==> config.mk <==
export PLATFORM = sky130hd
export DESIGN_NAME = flash_status_host
export DESIGN_NICKNAME = d
export VERILOG_FILES = /design/src/common/flash_status_pkg.sv /design/src/hw/flash_bus_cycle.sv /design/src/hw/flash_status_host.sv
export SDC_FILE = /design/constraint.sdc
export NUM_CORES = 1
export LEC_CHECK = 0
export BUFFER_PORTS_ARGS = -buffer_cell sky130_fd_sc_hd__clkbuf_2
export CAP_MARGIN = 20
export CORE_MARGIN = 2
export CORE_UTILIZATION = 55
export DETAILED_ROUTE_END_ITERATION = 8
export GPL_ROUTABILITY_DRIVEN = 1
export GPL_TIMING_DRIVEN = 1
export PLACE_DENSITY = 0.87
export SLEW_MARGIN = 20
export SYNTH_ARGS = -nofsm -noshare
export SYNTH_HDL_FRONTEND = slang
export SYNTH_SLANG_ARGS = --single-unit
==> constraint.sdc <==
create_clock -name pclk -period 2.06 [get_ports pclk]
set_input_delay 0 -clock pclk [delete_from_list [all_inputs] [get_ports pclk]]
set_output_delay 0 -clock pclk [all_outputs]
set_load 0.02 [all_outputs]
==> src/common/flash_status_pkg.sv <==
package flash_status_pkg;
   // Status bit positions on the flash data bus
   localparam int unsigned POLL_BIT = 7;
   localparam int unsigned TOGGLE1_BIT = 6;
   localparam int unsigned LIMIT_BIT = 5;
   localparam int unsigned TIMER_BIT = 3;
   localparam int unsigned TOGGLE2_BIT = 2;
   localparam int unsigned DATA_W = 16;
   localparam int unsigned ADDR_W = 20;

   // APB register offsets
   localparam logic [7:0] REG_CTRL = 8'h00;
   localparam logic [7:0] REG_ADDR = 8'h04;
   localparam logic [7:0] REG_DATA = 8'h08;
   localparam logic [7:0] REG_STATUS = 8'h0c;
   localparam logic [7:0] REG_IRQ = 8'h10;
   localparam logic [7:0] REG_MASK = 8'h14;
   localparam logic [7:0] REG_RDATA = 8'h18;

   // Control register commands (write-one pulses)
   localparam int unsigned CTRL_POLL = 0;
   localparam int unsigned CTRL_RESET = 1;
   localparam int unsigned CTRL_WRITE = 2;
   localparam int unsigned CTRL_READ = 3;

   // Interrupt bits
   localparam int unsigned IRQ_DONE = 0;
   localparam int unsigned IRQ_FAIL = 1;
   localparam int unsigned IRQ_TIMER = 2;
   localparam int unsigned IRQ_W = 3;

   // Reset command written to the device
   localparam logic [15:0] RESET_CMD = 16'h00f0;

   // Bus cycle timing at 10 MHz
   localparam int unsigned CLK_NS = 100;
   localparam int unsigned ACCESS_NS = 200;
   localparam logic [3:0] ACCESS_CYC =
      4'((ACCESS_NS + CLK_NS - 1) / CLK_NS);
   // Extra cycles covering the two-stage data synchroniser
   localparam logic [3:0] SYNC_CYC = 4'h2;

   typedef enum logic [2:0] {
      ST_IDLE = 3'b000,
      ST_READ1 = 3'b001,
      ST_READ2 = 3'b010,
      ST_RECHECK = 3'b011,
      ST_RESET = 3'b100,
      ST_WRITE = 3'b101,
      ST_READ = 3'b110
   } poll_state_e;
endpackage

==> src/hw/flash_bus_cycle.sv <==
`timescale 1ns/1ps
`default_nettype none
// One asynchronous read or write cycle on the flash pins
module flash_bus_cycle (
   input wire logic pclk,
   input wire logic presetn,
   input wire logic start,
   input wire logic wr,
   input wire logic [flash_status_pkg::ADDR_W-1:0] addr,
   input wire logic [flash_status_pkg::DATA_W-1:0] wdata,
   input wire logic [flash_status_pkg::DATA_W-1:0] dq_sync,
   output logic done,
   output logic [flash_status_pkg::DATA_W-1:0] rdata,
   output logic ce_n,
   output logic oe_n,
   output logic we_n,
   output logic [flash_status_pkg::ADDR_W-1:0] a_out,
   output logic [flash_status_pkg::DATA_W-1:0] dq_out,
   output logic dq_oe
);
   logic [3:0] cnt_r;
   logic busy_r;
   logic wr_r;

   always_ff @(posedge pclk or negedge presetn) begin
      if (!presetn) begin
         busy_r <= 1'b0;
         cnt_r <= 4'h0;
         wr_r <= 1'b0;
         done <= 1'b0;
         ce_n <= 1'b1;
         oe_n <= 1'b1;
         we_n <= 1'b1;
         a_out <= '0;
         dq_out <= '0;
         dq_oe <= 1'b0;
         rdata <= '0;
      end else begin
         done <= 1'b0;
         if (!busy_r && start) begin
            busy_r <= 1'b1;
            wr_r <= wr;
            cnt_r <= flash_status_pkg::ACCESS_CYC +
                     flash_status_pkg::SYNC_CYC;
            ce_n <= 1'b0;
            oe_n <= wr;
            we_n <= !wr;
            a_out <= addr;
            dq_out <= wdata;
            dq_oe <= wr;
         end else if (busy_r) begin
            cnt_r <= cnt_r - 4'h1;
            // Data passed two synchroniser stages, so sample late
            if (cnt_r == 4'h1) begin
               busy_r <= 1'b0;
               done <= 1'b1;
               ce_n <= 1'b1;
               oe_n <= 1'b1;
               we_n <= 1'b1;
               dq_oe <= 1'b0;
               if (!wr_r) begin
                  rdata <= dq_sync;
               end
            end
         end
      end
   end
endmodule // flash_bus_cycle
`default_nettype wire

==> src/hw/flash_status_host.sv <==
// Contract
// - Host writes reset command after failure; here only on a CTRL_RESET write, a failure just sets fail_r and IRQ_FAIL
// - Ignore timer only if spacing under 50us
// - Confirm acceptance before reading timer
// - Check timer before and after commands
// - Status reads use address in target sector
`timescale 1ns/1ps
`default_nettype none
module flash_status_host (
   input wire logic pclk,
   input wire logic presetn,
   input wire logic psel,
   input wire logic penable,
   input wire logic pwrite,
   input wire logic [7:0] paddr,
   input wire logic [31:0] pwdata,
   output logic [31:0] prdata,
   output logic pready,
   output logic pslverr,
   output logic irq,
   output logic flash_ce_n,
   output logic flash_oe_n,
   output logic flash_we_n,
   output logic [flash_status_pkg::ADDR_W-1:0] flash_addr,
   output logic [flash_status_pkg::DATA_W-1:0] flash_dq_out,
   output logic flash_dq_oe,
   input wire logic [flash_status_pkg::DATA_W-1:0] flash_dq_in,
   input wire logic ready_busy_n_in
);
   logic [flash_status_pkg::DATA_W-1:0] dq_s1_r, dq_s2_r;
   logic rb_s1_r, rb_s2_r;
   logic [flash_status_pkg::ADDR_W-1:0] addr_r;
   logic [flash_status_pkg::DATA_W-1:0] data_r, first_r, rdata_r;
   logic [flash_status_pkg::IRQ_W-1:0] irq_r, mask_r, ev_r;
   logic busy_r, fail_r, timer_r, prev_timer_r, rejected_r, suspended_r;
   flash_status_pkg::poll_state_e state_r;
   logic cyc_start, cyc_wr, cyc_done;
   logic [flash_status_pkg::DATA_W-1:0] cyc_wdata, cyc_rdata;
   logic wr_acc, ctrl_wr;

   function automatic logic toggled(input logic [15:0] a, input logic [15:0] b,
                                    input int unsigned bit_n);
      return a[bit_n] != b[bit_n];
   endfunction

   // Pins from outside pass two flip-flops
   always_ff @(posedge pclk or negedge presetn) begin
      if (!presetn) begin
         dq_s1_r <= '0;
         dq_s2_r <= '0;
         rb_s1_r <= 1'b1;
         rb_s2_r <= 1'b1;
      end else begin
         dq_s1_r <= flash_dq_in;
         dq_s2_r <= dq_s1_r;
         rb_s1_r <= ready_busy_n_in;
         rb_s2_r <= rb_s1_r;
      end
   end

   assign wr_acc = psel && penable && pwrite;
   assign ctrl_wr = wr_acc && (paddr == flash_status_pkg::REG_CTRL) &&
                    (state_r == flash_status_pkg::ST_IDLE);

   assign cyc_start = (state_r != flash_status_pkg::ST_IDLE) && !busy_r;
   assign cyc_wr = (state_r == flash_status_pkg::ST_RESET) ||
                   (state_r == flash_status_pkg::ST_WRITE);
   assign cyc_wdata = (state_r == flash_status_pkg::ST_RESET) ?
                      flash_status_pkg::RESET_CMD : data_r;

   flash_bus_cycle u_cycle (
      .pclk(pclk),
      .presetn(presetn),
      .start(cyc_start),
      .wr(cyc_wr),
      .addr(addr_r),
      .wdata(cyc_wdata),
      .dq_sync(dq_s2_r),
      .done(cyc_done),
      .rdata(cyc_rdata),
      .ce_n(flash_ce_n),
      .oe_n(flash_oe_n),
      .we_n(flash_we_n),
      .a_out(flash_addr),
      .dq_out(flash_dq_out),
      .dq_oe(flash_dq_oe)
   );

   // Status polling sequencer
   always_ff @(posedge pclk or negedge presetn) begin
      if (!presetn) begin
         state_r <= flash_status_pkg::ST_IDLE;
         busy_r <= 1'b0;
         first_r <= '0;
         rdata_r <= '0;
         fail_r <= 1'b0;
         timer_r <= 1'b0;
         prev_timer_r <= 1'b0;
         rejected_r <= 1'b0;
         suspended_r <= 1'b0;
         ev_r <= '0;
      end else begin
         // Event pulses last one cycle, picked up by the sticky bits
         ev_r <= '0;
         if (cyc_start) begin
            busy_r <= 1'b1;
         end
         if (cyc_done) begin
            busy_r <= 1'b0;
         end
         case (state_r)
            flash_status_pkg::ST_IDLE: begin
               if (ctrl_wr && pwdata[flash_status_pkg::CTRL_RESET]) begin
                  state_r <= flash_status_pkg::ST_RESET;
               end else if (ctrl_wr && pwdata[flash_status_pkg::CTRL_WRITE]) begin
                  state_r <= flash_status_pkg::ST_WRITE;
               end else if (ctrl_wr && pwdata[flash_status_pkg::CTRL_READ]) begin
                  state_r <= flash_status_pkg::ST_READ;
               end else if (ctrl_wr && pwdata[flash_status_pkg::CTRL_POLL]) begin
                  prev_timer_r <= timer_r;
                  state_r <= flash_status_pkg::ST_READ1;
               end
            end
            flash_status_pkg::ST_READ1: begin
               if (cyc_done) begin
                  first_r <= cyc_rdata;
                  state_r <= flash_status_pkg::ST_READ2;
               end
            end
            flash_status_pkg::ST_READ2, flash_status_pkg::ST_RECHECK: begin
               if (cyc_done) begin
                  first_r <= cyc_rdata;
                  rdata_r <= cyc_rdata;
                  // timer bit trusted once toggle confirms acceptance
                  if (toggled(first_r, cyc_rdata,
                              flash_status_pkg::TOGGLE1_BIT)) begin
                     timer_r <= cyc_rdata[flash_status_pkg::TIMER_BIT];
                     rejected_r <= prev_timer_r &&
                        cyc_rdata[flash_status_pkg::TIMER_BIT];
                     suspended_r <= 1'b0;
                     if (state_r == flash_status_pkg::ST_RECHECK) begin
                        fail_r <= 1'b1;
                        ev_r[flash_status_pkg::IRQ_FAIL] <= 1'b1;
                        state_r <= flash_status_pkg::ST_IDLE;
                     end else if (cyc_rdata[flash_status_pkg::LIMIT_BIT]) begin
                        state_r <= flash_status_pkg::ST_RECHECK;
                     end else begin
                        state_r <= flash_status_pkg::ST_IDLE;
                     end
                     if (cyc_rdata[flash_status_pkg::TIMER_BIT] && !timer_r) begin
                        ev_r[flash_status_pkg::IRQ_TIMER] <= 1'b1;
                     end
                  end else begin
                     // no toggle one but toggle two moving = suspended
                     suspended_r <= toggled(first_r, cyc_rdata,
                                            flash_status_pkg::TOGGLE2_BIT);
                     timer_r <= 1'b0;
                     ev_r[flash_status_pkg::IRQ_DONE] <= 1'b1;
                     state_r <= flash_status_pkg::ST_IDLE;
                  end
               end
            end
            flash_status_pkg::ST_RESET: begin
               if (cyc_done) begin
                  fail_r <= 1'b0;
                  timer_r <= 1'b0;
                  state_r <= flash_status_pkg::ST_IDLE;
               end
            end
            flash_status_pkg::ST_WRITE: begin
               if (cyc_done) begin
                  state_r <= flash_status_pkg::ST_IDLE;
               end
            end
            flash_status_pkg::ST_READ: begin
               if (cyc_done) begin
                  rdata_r <= cyc_rdata;
                  state_r <= flash_status_pkg::ST_IDLE;
               end
            end
            default: state_r <= flash_status_pkg::ST_IDLE;
         endcase
      end
   end

   // Registers written by software
   always_ff @(posedge pclk or negedge presetn) begin
      if (!presetn) begin
         addr_r <= '0;
         data_r <= '0;
         mask_r <= '0;
      end else if (wr_acc) begin
         if (paddr == flash_status_pkg::REG_ADDR) begin
            addr_r <= pwdata[flash_status_pkg::ADDR_W-1:0];
         end else if (paddr == flash_status_pkg::REG_DATA) begin
            data_r <= pwdata[flash_status_pkg::DATA_W-1:0];
         end else if (paddr == flash_status_pkg::REG_MASK) begin
            mask_r <= pwdata[flash_status_pkg::IRQ_W-1:0];
         end
      end
   end

   // Sticky interrupt bits, set wins over write-one clear
   always_ff @(posedge pclk or negedge presetn) begin
      if (!presetn) begin
         irq_r <= '0;
         irq <= 1'b0;
      end else begin
         if (wr_acc && paddr == flash_status_pkg::REG_IRQ) begin
            irq_r <= (irq_r & ~pwdata[flash_status_pkg::IRQ_W-1:0]) | ev_r;
         end else begin
            irq_r <= irq_r | ev_r;
         end
         irq <= |(irq_r & mask_r);
      end
   end

   // APB read data, zero-wait slave
   always_ff @(posedge pclk or negedge presetn) begin
      if (!presetn) begin
         prdata <= '0;
         pready <= 1'b0;
         pslverr <= 1'b0;
      end else begin
         pready <= psel && !penable;
         pslverr <= 1'b0;
         if (psel && !penable && !pwrite) begin
            if (paddr == flash_status_pkg::REG_CTRL) begin
               prdata <= {29'h0, state_r};
            end else if (paddr == flash_status_pkg::REG_ADDR) begin
               prdata <= {12'h000, addr_r};
            end else if (paddr == flash_status_pkg::REG_DATA) begin
               prdata <= {16'h0000, data_r};
            end else if (paddr == flash_status_pkg::REG_STATUS) begin
               prdata <= {26'h000_0000, suspended_r, rejected_r, timer_r,
                          fail_r, !rb_s2_r, state_r != flash_status_pkg::ST_IDLE};
            end else if (paddr == flash_status_pkg::REG_IRQ) begin
               prdata <= {29'h0, irq_r};
            end else if (paddr == flash_status_pkg::REG_MASK) begin
               prdata <= {29'h0, mask_r};
            end else if (paddr == flash_status_pkg::REG_RDATA) begin
               prdata <= {16'h0000, rdata_r};
            end else begin
               prdata <= '0;
               pslverr <= 1'b1;
            end
         end
      end
   end
endmodule // flash_status_host
`default_nettype wire

==> impl_metrics.toml <==
[cells_and_area]
syn2layout_area_growth_pct = 23.5
layout_commonest_cell = "dfrtp_1"
fill_cells = 923
n_antenna_cell = 0
final_cell_mix = "dfrtp_1, nand2_1, clkbuf_2, mux2_2, dlygate4sd3_1"
multiInputGateArea_sq_um = 2540
final_nets = 844
area.sequential_sq_um = 4810
drive_above_1_share_pct = 31.9

[detailed_routing]
drt-initial-drc-count = 462
drt-total-wl_um = 17600
drc = 0
antenna_left = 0
drt-vias-per-instance = 5.59
drtPass1Iterations = 7
post_drt_wl_per_cell_um = 18.1
dr_total_vias = 5439

[power_and_ir_drop]
total_power_mw = 9.74
ir_drop_uv = 584
p_leak_nw = 4.82
power_density_nw_per_um2 = 1040

[synthesis]
synth_compound_area_share_pct = 7.79
ys_async_sr_fraction_pct = 100
yosysTopAreaCellShare_pct = 61.4
postSynthCellCount = 622
synth_seq_cells = 192
ys_seq_area_share_pct = 63.2
muxShareOfSynthArea_pct = 12.2
ys_types = 50
synthesis.area_sq_um = 7620
synth-simple-area-share_pct = 11.8
yosysWarnings = 0
synth-main-ff-cell = "dfrtp_1"
synth_xor_area_share_pct = 0.460
syn_avg_cell_area_sq_um = 12.2
ys_top_cells_by_area = "dfrtp_1, mux2_2, nand2_1"
yosysTopAreaCell = "dfrtp_1"
synthAdderAreaFrac_pct = 0.329
synth_top_family_by_area = "multiplexers"
synth_edf_count = 0

[worst_setup_path]
critPathLaunchType = "flip-flop"
crit_required_ns = 2.43
worstPathArrival_ns = 2.16
worstPathCellList = "nor3_2, nor3_4, buf_4, o21ai_0, nand2_1"
critPathKind = "flip-flop to flip-flop"
slowest_delay_ns = 0.50
cp-end-kind = "flip-flop"
crit_fanout = 27
cp_slowest_cell = "dfrtp_1"

[job]
drv_cap = 0

[clock_tree]
root_buffer = "clkbuf_16"
h-tree-depth = 4
postCtsSetupRepairBufs = 0
cts_made_buffers = 17
cts_tree = "yes"
path_clk_slew_ns = 0.07
clock_path_buffers = 2
insertion_delay_ns = 0.43
cts.sinks = 192

[global_routing]
grt_pass1_wl_um = 28600
antenna_found_initial = 0
grt_use_total_pct = 25.6
gr-total-overflow = 0
grt_pass1_vias = 5478
grt.busiest_layer = "met2"
grt_max_degree = 68
grt_use_met2_pct = 40.9
grt_util_met3_pct = 5.62
met1_usage_pct = 33.4

[die]
dieWidth_um = 122
start_util_pct = 55.5
rows = 43
die_h_um = 122
io_pins = 137
core_sq_um = 13700
die-area_sq_um = 14800

[sta]
final_hold_viol_count = 0
fin_crit_sh_pct = 87.2
setup_tns_ns = 0
setup_violations = 0
slew_violations = 0
worst_slew_pin_slew_ns = 0.569
finClkSkew_ns = 0.00885
maxSlewHeadroom_pct = 61.9
min_period_ns = 1.80
max_freq_mhz = 557
grt_setup_unrepaired = "no"

[run_status]
outcome = "finished clean"

[place]
port_buffers = 112
globalplace.congestion = 0.921
dp_hpwl_um = 12300

[worst_hold_path]
hold_path.class = "input port to flip-flop"
==> critical path: cells and delay by family (launching register included) <==
| family | cells | cell delay [ns] |
|---|---|---|
| AOI/OAI and AO/OA | 1 | 0.16 |
| buffers and inverters | 1 | 0.38 |
| and+or+nand+nor | 3 | 0.68 |
| DFF | 1 | 0.50 |
==> cell families (layout without fill, tap and decap cells) <==
kind of cell / after synthesis / in the layout
other cells: 1 / 12
mux: 80 / 80
simple gates: 197 / 197
fa+ha+maj: 2 / 2
buf+inv: 56 / 216
xor+xnor: 4 / 4
compound gates: 90 / 90
flops: 192 / 192
==> layer usage <==
| layer | routed length (um) | vias to the layer above |
|---|---|---|
| met5 | 0 | - |
| met4 | 609 | 0 |
| met3 | 1180 | 52 |
| met2 | 8750 | 257 |
| met1 | 7090 | 2699 |
| li1 | - | 2431 |
==> area by class of cell <==
type | instances | share of cell area (%)
clock inverters | 8 | 1.32
flip-flops and latches | 192 | 51.1
repair buffers | 174 | 12.5
clock buffers | 24 | 5.33
multi-input cells | 385 | 27.0
well taps | 180 | 2.39
inverters | 10 | 0.399
==> report_power, final <==
| group | switching [mW] | total, mW | leakage, nW | internal, mW |
|---|---|---|---|---|
| Combinational | 0.869 | 1.66 | 1.98 | 0.790 |
| Sequential | 0.385 | 4.65 | 2.53 | 4.27 |
| Clock | 1.36 | 3.43 | 0.303 | 2.07 |
| Total | 2.61 | 9.74 | 4.82 | 7.13 |
==> through the flow <==
| step | utilization (%) | cells | hold WS, ns | instance area, sq um | setup slack (ns) |
|---|---|---|---|---|---|
| floorplan | - | 633 | -0.296 | 7660 | 0.356 |
| global placement | 61.1 | 901 | 0.0256 | 8380 | 0.219 |
| detailed placement | 61.1 | 901 | 0.0319 | 8380 | 0.108 |
| CTS | 68.5 | 973 | 0.00192 | 9400 | 0.0239 |
| global route | 68.6 | 973 | 0.00463 | 9410 | 0.126 |
| finish | 68.6 | 973 | 0.0213 | 9410 | 0.264 |
==> flip-flops by register name, indices dropped and copies added, names as in the netlist, 4 cells and up <==
name / flops
addr_r: 20
prdata: 20
u_cycle.a_out: 20
data_r: 16
dq_s1_r: 16
dq_s2_r: 16
rdata_r: 16
u_cycle.dq_out: 16
u_cycle.rdata: 16
u_cycle.cnt_r: 4
==> Yosys cell counts (3+ instances only) <==
cell type and count:
xnor2_1 3, nor4_1 3, nor3_1 5, dfstp_2 5, nor3b_1 5, mux2_2 65
a32oi_1 3, nor2_1 17, nand2_1 123, a22oi_1 22, nor2b_1 3, o31ai_1 5
nand3_1 23, buf_4 16, and2_1 3, mux2i_1 5, a22o_1 5, a21oi_1 14
mux2_4 10, buf_2 15, inv_1 9, clkbuf_1 12, and3_1 3, dfrtp_1 187
a21o_1 4, o21ai_0 27
==> worst paths after layout <==
path	endpoint	startpoint	cells past startpoint	slack, ns
max in group asynchronous	u_cycle.ce_n	presetn	3	1.14
min	pslverr	paddr[7]	3	0.02
min in group asynchronous	prdata[0]	presetn	2	0.12
min reg2reg	dq_s2_r[3]	dq_s1_r[3]	0	0.35
max	u_cycle.dq_out[6]	state_r[1]	5	0.26
max reg2reg	u_cycle.dq_out[6]	state_r[1]	5	0.26
==> timing repair <==
item,4_1_cts,5_1_grt
hold endpoints to repair,132,0
hold buffers,40,0
gates resized for setup,0,1
setup endpoints to repair,0,26
No activity file was read; power rests on OpenSTA's default activity.
